==> config.mk <==
export PLATFORM = sky130hd
export DESIGN_NAME = scr_channel_config
export DESIGN_NICKNAME = d
export VERILOG_FILES = /design/src/design/scr_channel_config.v /design/src/design/scr_stage_fifo.v
export VERILOG_INCLUDE_DIRS = /design/src /design/src/design
export SDC_FILE = /design/constraint.sdc
export NUM_CORES = 1
export LEC_CHECK = 0
export CAP_MARGIN = 20
export CORE_ASPECT_RATIO = 0.5
export CORE_MARGIN = 2
export CORE_UTILIZATION = 55
export CTS_BUF_LIST = sky130_fd_sc_hd__clkbuf_4
export DETAILED_ROUTE_END_ITERATION = 7
export DONT_BUFFER_PORTS = 1
export PLACE_DENSITY = 0.7
export SYNTH_ARGS = -nofsm -noshare
export SYNTH_HDL_FRONTEND = slang
export SYNTH_SLANG_ARGS = --single-unit
export TNS_END_PERCENT = 10
==> constraint.sdc <==
create_clock -name sys_clk -period 7.3 [get_ports sys_clk]
set_input_delay 0.365 -clock sys_clk [delete_from_list [all_inputs] [get_ports sys_clk]]
set_output_delay 0.365 -clock sys_clk [all_outputs]
set_load 0.02 [all_outputs]
==> src/design/scr_map.vh <==
// Field positions, reset values, codes and staging sizes of the satellite channel setup block.
`ifndef SCR_MAP_VH
`define SCR_MAP_VH

// Command word layout.
`define SCR_CMD_BITS       5'd16
`define SCR_SEL_BIT        14
`define SCR_FLUSH_BIT      13
`define SCR_MASK_BIT       12
`define SCR_MODE_HI        11
`define SCR_MODE_LO        10
`define SCR_RATE_HI        9
`define SCR_RATE_LO        8
`define SCR_LEN_HI         7
`define SCR_LEN_LO         6
`define SCR_CTL_HI         5
`define SCR_CTL_LO         4
`define SCR_PROTO_B_LO     8

// Write masks selected by the mask bit.
`define SCR_MASK0_BITS     14'h33ff
`define SCR_MASK1_BITS     14'h3c30

// Reset values.
`define SCR_CCR_RST        14'h0000
`define SCR_MCR_RST        13'h0000
`define SCR_LEN_DEFAULT    2'h0

// Reply modes.
`define SCR_MODE_AUTO      2'h0
`define SCR_MODE_MASTER    2'h1
`define SCR_MODE_CHANNEL   2'h2
`define SCR_MODE_FIFO      2'h3

// Reply kinds held between frames.
`define SCR_KIND_MCR       2'h0
`define SCR_KIND_CCR       2'h1
`define SCR_KIND_FILL      2'h2
`define SCR_KIND_FIFO      2'h3

// Reply words and status codes.
`define SCR_FILLER         16'he000
`define SCR_ST_OFF         2'h0
`define SCR_ST_ON_IDLE     2'h1
`define SCR_ST_ON_RUN      2'h2
`define SCR_ST_CFG         2'h3
`define SCR_EMPTY_DATA     12'h000

// Fault code range.
`define SCR_FAULT_MIN      12'h001
`define SCR_FAULT_MAX      12'h01f

// Staging buffer between the decoders and the channel buffers.
`define SCR_STG_WIDTH      15
`define SCR_STG_DEPTH      32
`define SCR_STG_AW         5

`endif

==> src/design/scr_channel_config.v <==
// Channel setup registers, reply selection and fault buffers for four satellite channels.
`timescale 1ns/100ps
`include "scr_map.vh"
module scr_channel_config (
	// Clock and reset.
	input  wire        sys_clk,
	input  wire        rst_n,
	// Satellite serial port.
	input  wire        satCsN,
	input  wire        satSclk,
	input  wire        satMosi,
	input  wire [1:0]  satChanSel,
	output reg         satMiso,
	// Fault and data stream from the decoders.
	input  wire        faultValid,
	input  wire        faultGlobal,
	input  wire [1:0]  faultChan,
	input  wire [11:0] faultCode,
	output wire        faultReady,
	// Per-channel and master settings to the decoders.
	output reg  [7:0]  chanRate,
	output reg  [7:0]  chanFieldLen,
	output reg  [7:0]  chanCtl,
	output reg  [12:0] masterCfg
);
	localparam [2:0] ST_SHIFT  = 3'h1;
	localparam [2:0] ST_COMMIT = 3'h2;
	localparam [2:0] ST_DRAIN  = 3'h4;

	function [1:0] statusOf;
		input [1:0] ctl;
		begin
			case (ctl)
				2'h1:    statusOf = `SCR_ST_ON_IDLE;
				2'h2:    statusOf = `SCR_ST_ON_RUN;
				default: statusOf = `SCR_ST_OFF;
			endcase
		end
	endfunction

	function oddPar;
		input [14:0] v;
		begin
			oddPar = ~^v;
		end
	endfunction

	// Synchronisers for the serial pins.
	reg         csMeta_r;
	reg         csSync_r;
	reg         csPrev_r;
	reg         sclkMeta_r;
	reg         sclkSync_r;
	reg         sclkPrev_r;
	reg         mosiMeta_r;
	reg         mosiSync_r;
	reg  [1:0]  chMeta_r;
	reg  [1:0]  chSync_r;

	// Frame and reply state.
	reg  [2:0]  state_r;
	reg  [15:0] rx_r;
	reg  [4:0]  bitCnt_r;
	reg  [15:0] shift_r;
	reg  [1:0]  frameChan_r;
	reg  [1:0]  pendKind_r;
	reg  [1:0]  pendChan_r;
	reg  [1:0]  curKind_r;
	reg  [1:0]  curChan_r;
	reg         curLost_r;

	// Registers and channel buffers.
	reg  [13:0] ccr_r [0:3];
	reg  [12:0] mcr_r;
	reg  [11:0] fifoMem_r [0:7];
	reg  [1:0]  fifoCnt_r [0:3];
	reg  [3:0]  fifoRd_r;
	reg  [3:0]  lost_r;
	reg  [31:0] globalSeen_r;

	// Combinational decode.
	reg  [13:0] wrMask;
	reg  [13:0] ccrCur;
	reg  [13:0] ccr_nxt;
	reg  [1:0]  cmdMode;
	reg  [1:0]  kind_nxt;
	reg  [13:0] repCcr;
	reg  [11:0] repData;
	reg  [1:0]  repStat;
	reg  [15:0] repWord;
	reg  [1:0]  dCh;
	reg  [2:0]  dSlot;
	reg         dDrop;
	wire        csFall;
	wire        csRise;
	wire        sclkRise;
	wire        sclkFall;
	wire        frameOk;
	wire        stgValid;
	wire        stgReady;
	wire [14:0] stgData;
	integer     c;

	assign csFall   = csPrev_r & ~csSync_r;
	assign csRise   = ~csPrev_r & csSync_r;
	assign sclkRise = ~sclkPrev_r & sclkSync_r;
	assign sclkFall = sclkPrev_r & ~sclkSync_r;
	assign frameOk  = (bitCnt_r == `SCR_CMD_BITS);
	// Staged words move only between frames, so a push never meets a pop or a flush.
	assign stgReady = state_r[2] & ~csFall;

	scr_stage_fifo #(
		.W  (`SCR_STG_WIDTH),
		.D  (`SCR_STG_DEPTH),
		.AW (`SCR_STG_AW)
	) u_stage (
		.clk      (sys_clk),
		.rst_n    (rst_n),
		.inValid  (faultValid),
		.inReady  (faultReady),
		.inData   ({faultGlobal, faultChan, faultCode}),
		.outValid (stgValid),
		.outReady (stgReady),
		.outData  (stgData)
	);

	// Command decode used at the end of a frame.
	always @* begin
		ccrCur  = ccr_r[frameChan_r];
		wrMask  = rx_r[`SCR_MASK_BIT] ? `SCR_MASK1_BITS : `SCR_MASK0_BITS;
		ccr_nxt = (ccrCur & ~wrMask) | (rx_r[13:0] & wrMask);
		cmdMode = rx_r[`SCR_SEL_BIT] ? ccr_nxt[`SCR_MODE_HI:`SCR_MODE_LO] : ccrCur[`SCR_MODE_HI:`SCR_MODE_LO];
		case (cmdMode)
			`SCR_MODE_AUTO: begin
				if (rx_r[`SCR_SEL_BIT])
					kind_nxt = `SCR_KIND_CCR;
				else if (frameChan_r == 2'h0)
					kind_nxt = `SCR_KIND_MCR;
				else
					kind_nxt = `SCR_KIND_FILL;
			end
			`SCR_MODE_MASTER: begin
				kind_nxt = (frameChan_r == 2'h0) ? `SCR_KIND_MCR : `SCR_KIND_FILL;
			end
			`SCR_MODE_CHANNEL: begin
				kind_nxt = `SCR_KIND_CCR;
			end
			default: begin
				kind_nxt = `SCR_KIND_FIFO;
			end
		endcase
	end

	// Reply word built from the pending kind at the start of a frame.
	always @* begin
		repCcr  = ccr_r[pendChan_r];
		repStat = statusOf(repCcr[`SCR_CTL_HI:`SCR_CTL_LO]);
		if (fifoCnt_r[pendChan_r] != 2'h0)
			repData = fifoMem_r[{pendChan_r, fifoRd_r[pendChan_r]}];
		else
			repData = `SCR_EMPTY_DATA;
		case (pendKind_r)
			`SCR_KIND_MCR: begin
				repWord = {`SCR_ST_CFG, oddPar({`SCR_ST_CFG, mcr_r}), mcr_r};
			end
			`SCR_KIND_CCR: begin
				repWord = {`SCR_ST_CFG, oddPar({`SCR_ST_CFG, repCcr[12:0]}), repCcr[12:0]};
			end
			`SCR_KIND_FILL: begin
				repWord = `SCR_FILLER;
			end
			default: begin
				repWord = {repStat, oddPar({repStat, lost_r[pendChan_r], repData}), lost_r[pendChan_r], repData};
			end
		endcase
	end

	// Target of a staged word: global codes land on channel 1 once each.
	always @* begin
		dCh   = stgData[14] ? 2'h0 : stgData[13:12];
		dSlot = {dCh, fifoRd_r[dCh] ^ fifoCnt_r[dCh][0]};
		dDrop = stgData[14] & (globalSeen_r[stgData[4:0]] | (stgData[11:0] < `SCR_FAULT_MIN) |
			(stgData[11:0] > `SCR_FAULT_MAX));
	end

	// Pin synchronisers.
	always @(posedge sys_clk or negedge rst_n) begin
		if (!rst_n) begin
			csMeta_r   <= 1'b1;
			csSync_r   <= 1'b1;
			csPrev_r   <= 1'b1;
			sclkMeta_r <= 1'b0;
			sclkSync_r <= 1'b0;
			sclkPrev_r <= 1'b0;
			mosiMeta_r <= 1'b0;
			mosiSync_r <= 1'b0;
			chMeta_r   <= 2'h0;
			chSync_r   <= 2'h0;
		end else begin
			csMeta_r   <= satCsN;
			csSync_r   <= csMeta_r;
			csPrev_r   <= csSync_r;
			sclkMeta_r <= satSclk;
			sclkSync_r <= sclkMeta_r;
			sclkPrev_r <= sclkSync_r;
			mosiMeta_r <= satMosi;
			mosiSync_r <= mosiMeta_r;
			chMeta_r   <= satChanSel;
			chSync_r   <= chMeta_r;
		end
	end

	// Buffer storage needs no reset because the counts guard every read.
	always @(posedge sys_clk) begin
		if (stgReady & stgValid & ~dDrop & (fifoCnt_r[dCh] != 2'h2))
			fifoMem_r[dSlot] <= stgData[11:0];
	end

	always @(posedge sys_clk or negedge rst_n) begin
		if (!rst_n) begin
			state_r      <= ST_DRAIN;
			rx_r         <= 16'h0000;
			bitCnt_r     <= 5'h00;
			shift_r      <= 16'h0000;
			satMiso      <= 1'b0;
			frameChan_r  <= 2'h0;
			pendKind_r   <= `SCR_KIND_MCR;
			pendChan_r   <= 2'h0;
			curKind_r    <= `SCR_KIND_MCR;
			curChan_r    <= 2'h0;
			curLost_r    <= 1'b0;
			mcr_r        <= `SCR_MCR_RST;
			fifoRd_r     <= 4'h0;
			lost_r       <= 4'h0;
			globalSeen_r <= 32'h00000000;
			chanRate     <= 8'h00;
			chanFieldLen <= 8'h00;
			chanCtl      <= 8'h00;
			masterCfg    <= `SCR_MCR_RST;
			for (c = 0; c < 4; c = c + 1) begin
				ccr_r[c]     <= `SCR_CCR_RST;
				fifoCnt_r[c] <= 2'h0;
			end
		end else begin
			case (state_r)
				ST_SHIFT: begin
					if (csRise) begin
						state_r <= ST_COMMIT;
					end else if (sclkRise) begin
						rx_r <= {rx_r[14:0], mosiSync_r};
						if (bitCnt_r != 5'h1f)
							bitCnt_r <= bitCnt_r + 5'h01;
					end else if (sclkFall) begin
						shift_r <= {shift_r[14:0], 1'b0};
						satMiso <= shift_r[14];
					end
				end
				ST_COMMIT: begin
					state_r <= ST_DRAIN;
					// A frame of the wrong length writes nothing and keeps the pending reply.
					if (frameOk) begin
						if (rx_r[`SCR_SEL_BIT])
							ccr_r[frameChan_r] <= ccr_nxt;
						else if (frameChan_r == 2'h0)
							mcr_r <= rx_r[12:0];
						pendKind_r <= kind_nxt;
						pendChan_r <= frameChan_r;
					end
					for (c = 0; c < 4; c = c + 1) begin
						if (frameOk && rx_r[`SCR_SEL_BIT] && rx_r[`SCR_FLUSH_BIT] && frameChan_r == c[1:0]) begin
							fifoCnt_r[c] <= 2'h0;
						end else if (curKind_r == `SCR_KIND_FIFO && curChan_r == c[1:0] &&
							fifoCnt_r[c] != 2'h0) begin
							fifoCnt_r[c] <= fifoCnt_r[c] - 2'h1;
							fifoRd_r[c]  <= ~fifoRd_r[c];
						end
						if (curKind_r == `SCR_KIND_FIFO && curChan_r == c[1:0] && curLost_r)
							lost_r[c] <= 1'b0;
					end
				end
				ST_DRAIN: begin
					if (csFall) begin
						state_r     <= ST_SHIFT;
						bitCnt_r    <= 5'h00;
						frameChan_r <= chSync_r;
						shift_r     <= repWord;
						satMiso     <= repWord[15];
						curKind_r   <= pendKind_r;
						curChan_r   <= pendChan_r;
						curLost_r   <= lost_r[pendChan_r];
					end else if (stgValid & ~dDrop) begin
						if (stgData[14])
							globalSeen_r[stgData[4:0]] <= 1'b1;
						if (fifoCnt_r[dCh] == 2'h2)
							lost_r[dCh] <= 1'b1;
						else
							fifoCnt_r[dCh] <= fifoCnt_r[dCh] + 2'h1;
					end
				end
				default: begin
					state_r <= ST_DRAIN;
				end
			endcase
			masterCfg <= mcr_r;
			for (c = 0; c < 4; c = c + 1) begin
				chanRate[2*c +: 2] <= ccr_r[c][`SCR_RATE_HI:`SCR_RATE_LO];
				chanCtl[2*c +: 2]  <= ccr_r[c][`SCR_CTL_HI:`SCR_CTL_LO];
				if (mcr_r[`SCR_PROTO_B_LO + c])
					chanFieldLen[2*c +: 2] <= ccr_r[c][`SCR_LEN_HI:`SCR_LEN_LO];
				else
					chanFieldLen[2*c +: 2] <= `SCR_LEN_DEFAULT;
			end
		end
	end
endmodule

==> src/design/scr_stage_fifo.v <==
// Staging FIFO with valid and ready on both sides.
`timescale 1ns/100ps
module scr_stage_fifo #(
	parameter W  = 15,
	parameter D  = 32,
	parameter AW = 5
) (
	// Clock and reset.
	input  wire          clk,
	input  wire          rst_n,
	// Filling side.
	input  wire          inValid,
	output reg           inReady,
	input  wire [W-1:0]  inData,
	// Draining side.
	output wire          outValid,
	input  wire          outReady,
	output wire [W-1:0]  outData
);
	localparam [AW:0] FULL_CNT = D;
	localparam [AW:0] ONE_CNT  = 1;

	reg  [W-1:0]  mem [0:D-1];
	reg  [AW-1:0] wrPtr_r;
	reg  [AW-1:0] rdPtr_r;
	reg  [AW:0]   count_r;
	reg  [AW:0]   count_nxt;
	wire          doPush;
	wire          doPop;

	assign outValid = (count_r != {(AW+1){1'b0}});
	assign outData  = mem[rdPtr_r];
	assign doPush   = inValid & inReady;
	assign doPop    = outReady & outValid;

	always @* begin
		count_nxt = count_r;
		if (doPush & ~doPop)
			count_nxt = count_r + ONE_CNT;
		else if (doPop & ~doPush)
			count_nxt = count_r - ONE_CNT;
	end

	always @(posedge clk) begin
		if (doPush)
			mem[wrPtr_r] <= inData;
	end

	// Ready is registered so the source sees a clean flop and full can never be overrun.
	always @(posedge clk or negedge rst_n) begin
		if (!rst_n) begin
			wrPtr_r <= {AW{1'b0}};
			rdPtr_r <= {AW{1'b0}};
			count_r <= {(AW+1){1'b0}};
			inReady <= 1'b1;
		end else begin
			if (doPush)
				wrPtr_r <= wrPtr_r + 1'b1;
			if (doPop)
				rdPtr_r <= rdPtr_r + 1'b1;
			count_r <= count_nxt;
			inReady <= (count_nxt != FULL_CNT);
		end
	end
endmodule

==> results of run 1 <==
==> where the power goes <==
part / leakage (uW) / total [uW] / internal, uW / switching (uW)
logic: 0.00350 / 3960 / 1620 / 2340
registers: 0.00827 / 6040 / 5650 / 392
clock network: 0.00136 / 3480 / 1760 / 1720
total: 0.0131 / 13500 / 9030 / 4450
==> cell families after synthesis <==
| kind of cell | share of synthesized area [%] |
|---|---|
| and+or+nand+nor | 5.46 |
| DFF | 70.2 |
| xor gates and xnor gates | 1.49 |
| buffers and inverters | 1.78 |
| AOI/OAI and AO/OA | 4.91 |
| muxes | 15.5 |
| adders and majority gates | 0.648 |
==> synthesized netlist by cell type (all sizes together), types with 21 or more instances <==
library cell / number / area (um2)
xnor2: 47 / 412
clkbuf: 58 / 218
mux2: 81 / 912
dfrtp: 224 / 5610
mux2i: 65 / 654
buf: 41 / 262
nand2: 162 / 608
nor3: 21 / 105
nor2: 87 / 329
a21oi: 31 / 159
mux4: 157 / 3540
edfxtp: 576 / 17300
o21ai: 97 / 489
inv: 27 / 101
nand3: 25 / 135
o21bai: 31 / 233
==> area by class of cell <==
class                      instances  share of cell area [%]
inverter                          28                   0.287
antenna                            4                  0.0273
clock inverter                    50                   0.754
tap                              780                    2.66
clock buffer                     270                    5.53
sequential                       805                    62.8
timing repair buffer              93                    2.64
multi-input combinational       1007                    25.3
==> worst max-delay path: cells and delay by family (launching register included) <==
kind | cells | cell delay [ns]
AO/OA/AOI/OAI | 6 | 1.89
buffers and inverters | 1 | 0.42
flip-flops | 1 | 1.00
AND/OR/NAND/NOR | 5 | 2.13
==> sequential cells by signal, summed over array words and instances (netlist names), 13 cells and up <==
name          flops
rx_r             15
mcr_r            13
masterCfg        13
shift_r          15
ccr_r            52
fifoMem_r        96
u_stage.mem     480
globalSeen_r     32
==> per-layer routing <==
metal,vias to the layer above,GRT usage [%],wire [um]
li1,8014,-,-
met1,9225,33.0,30600
met2,662,37.7,34000
met3,93,6.00,5380
met4,2,6.61,1230
met5,-,0,13
==> timing repair <==
| action | in CTS | in global routing |
|---|---|---|
| setup endpoints to repair | 0 | 0 |
| hold buffers | 30 | 0 |
| endpoints found under the hold margin | 723 | 0 |
| setup buffers | 0 | 0 |
| gates resized for setup | 0 | 0 |
==> how the worst min path moves through the flow <==
stage                          to  slack, ns  depth (start not counted)
2_1_floorplan         bitCnt_r[0]       0.07                          0
3_3_place_gp           chanCtl[5]       0.08                          0
3_5_place_dp          bitCnt_r[1]       0.08                          0
4_1_cts        u_stage.mem[31][6]       0.28                          2
5_1_grt        u_stage.mem[23][3]       0.13                          1
6_report       u_stage.mem[23][3]       0.21                          1
==> through the flow <==
| step | total power (uW) | hold WS, ns | area, um2 | utilization, % |
|---|---|---|---|---|
| after floorplan | 8900 | 0.0694 | 32800 | - |
| after global placement | 9930 | 0.0843 | 33800 | 57.1 |
| after detailed placement | 10000 | 0.0835 | 33800 | 57.2 |
| after CTS | 13600 | 0.275 | 36500 | 61.7 |
| after global routing | 14200 | 0.129 | 36700 | 62.0 |
| final | 13500 | 0.213 | 36700 | 62.0 |
==> qor.csv, run 1 <==
stage,metric,value,unit
cts,latest clock arrival within the worst-skew pair,0.94,ns
drt,drt total wl,71.3,mm
global_routing,antenna violations before repair,5,
power,"IR drop worst, VDD",0.191,mV
placed_design,number of buffer cells added on primary ports,0,
setup_path,startpoint-to-endpoint class of the critical path,reg2reg,
cts,clock tree from TritonCTS,yes,
cts,TritonCTS buffer count,177,
synthesis,cell count after synthesis,1939,
finish,most frequent cells in the layout,"sky130_fd_sc_hd__edfxtp_1 (576), sky130_fd_sc_hd__clkbuf_4 (270), sky130_fd_sc_hd__dfrtp_1 (219)",
global_routing,first-pass GRT wire length,109,mm
run,max-cap violation count,0,
global_routing,All-Layer GR Usage,23.7,%
sta,largest clock skew in the final design,0.0608,ns
synthesis,number of nets produced by synthesis,1979,
finish,share of layout cells above drive strength 1,27.8,%
finish,"number of standard cells in the layout, taps in and fillers out",3037,
setup_path,capture instance of the worst register-to-register path,fifoMem_r[7][6],
sta,"Slew Viols, Final",0,
finish,"commonest non-fill, non-tap cell in the layout",sky130_fd_sc_hd__edfxtp_1,
setup_path,type of element launching the critical path,register,
synthesis,most instantiated flip-flop cell in the synthesis netlist,sky130_fd_sc_hd__edfxtp_1,
floorplanning,Initial Util,55.5,%
floorplanning,Chip Height,177,um
setup_path,ordered cell list for the critical path,buf_12 > nand2b_1 > a211oi_1 > a211oi_1 > a21oi_1 > o221ai_1 > nor4_1 > o2111ai_1 > a21oi_2 > nor2_1 > or3b_1 > nor3_2,
cts,clock edge transition at the registers on the reported setup and hold paths,0.07,ns
sta,max frequency,0.168,GHz
drt,per-cell routed wire length,23.5,um
sta,final setup violation count,0,
sta,endpoints failing hold,0,
setup_path,data arrival time at the worst-slack endpoint,6.45,ns
sta,Period minus WS final,5.95,ns
sta,actual transition at the worst max-transition pin,1.18,ns
sta,worst slew margin relative to its limit,21.1,%
placed_design,sum of net half-perimeters after detailed placement,42.8,mm
setup_path,most repeated library cell on the critical path,sky130_fd_sc_hd__a211oi_1,
drt,number of vias per cell,5.93,
global_routing,vias in the first global route,18000,
floorplanning,cell row count,63,
synthesis,netlist area before placement,0.0328,mm2
setup_path,slack of the worst reg-to-reg path,1.35,ns
run_status,outcome,"finished, final reports clean",
drt,vias,18000,
placed_design,worst-case setup slack after placement,1.31,ns
sta,worst setup slack after layout,1.35,ns
drt,antenna-violating nets left,0,
setup_path,Critical Path Start,u_stage.rdPtr_r[0],
finish,count of filler cells inserted in the layout,4232,
cts,htree depth,4,
setup_path,top fanout value on the critical path,46,
floorplanning,horizontal extent of the die,350,um
cts,TritonCTS Sinks,805,
finish,Synth-to-Final Area Change,11.7,%
setup_path,capture point of the worst path,fifoMem_r[7][6],
hold_path,class of the tightest hold or removal check,in2reg,
drt,Initial DRT Pass Iterations,5,
synthesis,synthesized area per cell,16.9,um2
synthesis,number of distinct library cells after synthesis,76,
placed_design,final weighted congestion in routability-driven placement,0.862,
floorplanning,standard cell core area,0.0591,mm2
drt,Initial DRC Count,1562,
sta,final total negative setup slack,0,ns
setup_path,worst flop-to-flop path startpoint,u_stage.rdPtr_r[0],
drt,DRC violation count after routing,0,
finish,Reg area,0.0230,mm2
finish,multi-input combinational cell area,0.00926,mm2
setup_path,master of the slowest instance on the critical path,sky130_fd_sc_hd__dfrtp_4,
setup_path,Crit path required time,7.80,ns
placed_design,placed cell count,2673,
synthesis,number of enable-type register cells in the synthesized netlist,576,
global_routing,total grt overflow,0,
setup_path,maximum single-stage delay on the critical path,1.00,ns
cts,largest buffer count on any clock path,3,
synthesis,async set-reset flop share out of synthesis,28.4,%
cts,clk root buf,sky130_fd_sc_hd__clkbuf_4,
synthesis,proportion of synthesized chip area in sequential cells,70.2,%
setup_path,critical path capture point type,register,
synthesis,number of synthesized register bits,805,
power,power per standard cell area,368,mW/mm2
hold_path,min-delay src,faultCode[3],
power,static leakage,0.0131,uW
floorplanning,count of boundary I/O pins,62,
setup_path,R2R depth,12,
sta,portion of the clock cycle consumed by the worst path in the final layout,81.5,%
synthesis,yosys synthesis warning count,0,
floorplanning,area of the die,0.0618,mm2
global_routing,largest net degree at the start of global routing,230,
finish,nets,2152,
sta,setup repair after global routing missed its margin,no,
No activity file was read; power rests on OpenSTA's default activity.
==> run 2: changes to the inputs <==
--- a/config.mk
+++ b/config.mk
@@ -13,7 +13,7 @@
 export CTS_BUF_LIST = sky130_fd_sc_hd__clkbuf_4
 export DETAILED_ROUTE_END_ITERATION = 7
 export DONT_BUFFER_PORTS = 1
-export PLACE_DENSITY = 0.7
+export PLACE_DENSITY = 0.73
 export SYNTH_ARGS = -nofsm -noshare
 export SYNTH_HDL_FRONTEND = slang
 export SYNTH_SLANG_ARGS = --single-unit
==> constraint.sdc (replaced) <==
create_clock -name sys_clk -period 5.45 [get_ports sys_clk]
set_input_delay 0.2725 -clock sys_clk [delete_from_list [all_inputs] [get_ports sys_clk]]
set_output_delay 0.2725 -clock sys_clk [all_outputs]
set_load 0.02 [all_outputs]
==> qor.csv, run 2 (synthesis gave the netlist of run 1 again) <==
stage,metric,value,unit
sta,actual transition at the worst max-transition pin,1.10,ns
sta,"Slew Viols, Final",0,
setup_path,startpoint-to-endpoint class of the critical path,reg2reg,
finish,leading registers by flop count,"u_stage.mem (480), fifoMem_r (96), ccr_r (52)",
floorplanning,Initial Util,55.5,%
placed_design,number of buffer cells added on primary ports,0,
drt,vias,18300,
cts,number of cells upsized or downsized after cts,0,
sta,endpoints failing hold,0,
setup_path,critical path capture point type,register,
placed_design,worst-case setup slack after placement,0.507,ns
finish,most frequent cells in the layout,"sky130_fd_sc_hd__edfxtp_1 (576), sky130_fd_sc_hd__clkbuf_4 (276), sky130_fd_sc_hd__dfrtp_1 (219)",
global_routing,total grt overflow,0,
setup_path,slack of the worst reg-to-reg path,0.46,ns
finish,nets,2175,
cts,clock tree from TritonCTS,yes,
sta,setup repair after global routing missed its margin,no,
placed_design,sum of net half-perimeters after detailed placement,43.4,mm
finish,Synth-to-Final Area Change,12.2,%
cts,latest clock arrival within the worst-skew pair,0.93,ns
drt,antenna-violating nets left,0,
floorplanning,count of boundary I/O pins,62,
cts,TritonCTS Sinks,805,
floorplanning,horizontal extent of the die,350,um
setup_path,top fanout value on the critical path,33,
drt,per-cell routed wire length,23.5,um
global_routing,vias in the first global route,18400,
finish,count of filler cells inserted in the layout,4249,
floorplanning,area of the die,0.0618,mm2
setup_path,capture instance of the worst register-to-register path,fifoMem_r[2][5],
sta,final total negative setup slack,0,ns
power,power per standard cell area,497,mW/mm2
setup_path,data arrival time at the worst-slack endpoint,5.58,ns
setup_path,R2R depth,12,
cts,largest buffer count on any clock path,3,
global_routing,All-Layer GR Usage,23.9,%
floorplanning,Chip Height,177,um
drt,DRC violation count after routing,0,
global_routing,largest net degree at the start of global routing,230,
drt,drt total wl,71.7,mm
setup_path,Crit path required time,6.04,ns
hold_path,class of the tightest hold or removal check,in2async,
sta,largest clock skew in the final design,0.0420,ns
setup_path,capture point of the worst path,fifoMem_r[2][5],
cts,htree depth,4,
cts,TritonCTS buffer count,175,
sta,portion of the clock cycle consumed by the worst path in the final layout,91.6,%
sta,final setup violation count,0,
drt,Initial DRT Pass Iterations,6,
sta,max frequency,0.200,GHz
placed_design,final weighted congestion in routability-driven placement,0.886,
finish,Reg area,0.0230,mm2
run,max-cap violation count,0,
sta,worst slew margin relative to its limit,27.0,%
floorplanning,standard cell core area,0.0591,mm2
global_routing,antenna violations before repair,5,
drt,Initial DRC Count,1952,
floorplanning,cell row count,63,
global_routing,first-pass GRT wire length,110,mm
run_status,outcome,"finished, final reports clean",
sta,worst setup slack after layout,0.458,ns
finish,share of layout cells above drive strength 1,28.7,%
finish,multi-input combinational cell area,0.00925,mm2
cts,clock edge transition at the registers on the reported setup and hold paths,0.09,ns
setup_path,Critical Path Start,u_stage.rdPtr_r[0],
sta,Period minus WS final,4.99,ns
power,static leakage,0.0133,uW
finish,"commonest non-fill, non-tap cell in the layout",sky130_fd_sc_hd__edfxtp_1,
setup_path,type of element launching the critical path,register,
finish,"flip-flop count of the largest register, all copies and words added",480,
setup_path,worst flop-to-flop path startpoint,u_stage.rdPtr_r[0],
cts,clk root buf,sky130_fd_sc_hd__clkbuf_4,
sta,worst slack on hold paths,0.240,ns
finish,register bank with the most flops,u_stage.mem,
power,"IR drop worst, VDD",0.297,mV
drt,number of vias per cell,5.98,
-- run 2: how the worst min path moves through the flow --
| stage | from | endpoint | depth (start not counted) |
|---|---|---|---|
| floorplan | rst_n | bitCnt_r[0] | 0 |
| global placement | rst_n | chSync_r[0] | 0 |
| detailed placement | rst_n | ccr_r[46] | 0 |
| CTS | faultCode[0] | u_stage.mem[10][0] | 2 |
| global route | faultCode[4] | u_stage.mem[22][4] | 1 |
| finish | rst_n | globalSeen_r[27] | 2 |
-- run 2: power breakdown --
part	internal [uW]	switching, uW
Clock	2390	2280
Sequential	7560	494
Combinational	2320	3270
-- run 2: routing by layer --
layer | track usage, % | share of wire, % | vias up
met3 | 6.45 | 8.6 | 125
met5 | 0 | 0.018 | -
met2 | 37.8 | 48 | 801
met4 | 6.79 | 2.0 | 2
li1 | - | - | 8046
met1 | 33.1 | 42 | 9299
-- run 2: final cells by class --
type | instances | area share (%)
diodes | 7 | 0.0476
clock buffers | 276 | 5.63
clock inverters | 34 | 0.588
inverters | 28 | 0.285
multi-input cells | 1007 | 25.1
flip-flops and latches | 805 | 62.6
well taps | 780 | 2.65
repair buffers | 118 | 3.09
-- run 2: stage by stage --
stage                     util, %  power [uW]  area, um2  cells
after floorplan                 -       11900      32800   1939
final                        62.3       18300      36800   3055
after detailed placement     57.5       13600      34000   2698
after CTS                    62.0       18400      36600   3038
after global placement       57.5       13500      34000   2697
after global routing         62.3       19300      36800   3054
-- run 2: worst max-delay path: stages, from the launching register on --
cell	delay (ns)
sky130_fd_sc_hd__dfrtp_4	0.88
sky130_fd_sc_hd__buf_4	0.38
sky130_fd_sc_hd__mux4_2	0.53
sky130_fd_sc_hd__mux4_2	0.49
sky130_fd_sc_hd__mux2i_2	0.28
sky130_fd_sc_hd__buf_4	0.22
sky130_fd_sc_hd__nand2_1	0.24
sky130_fd_sc_hd__o21ai_0	0.29
sky130_fd_sc_hd__o21ai_1	0.14
sky130_fd_sc_hd__ha_1	0.28
sky130_fd_sc_hd__or3_1	0.49
sky130_fd_sc_hd__nor3_2	0.18
sky130_fd_sc_hd__buf_4	0.25
-- run 2: timing repair --
action                                 in CTS  in global routing
endpoints found under the hold margin     724                  0
hold buffers                               30                  0
setup buffers                               0                  0
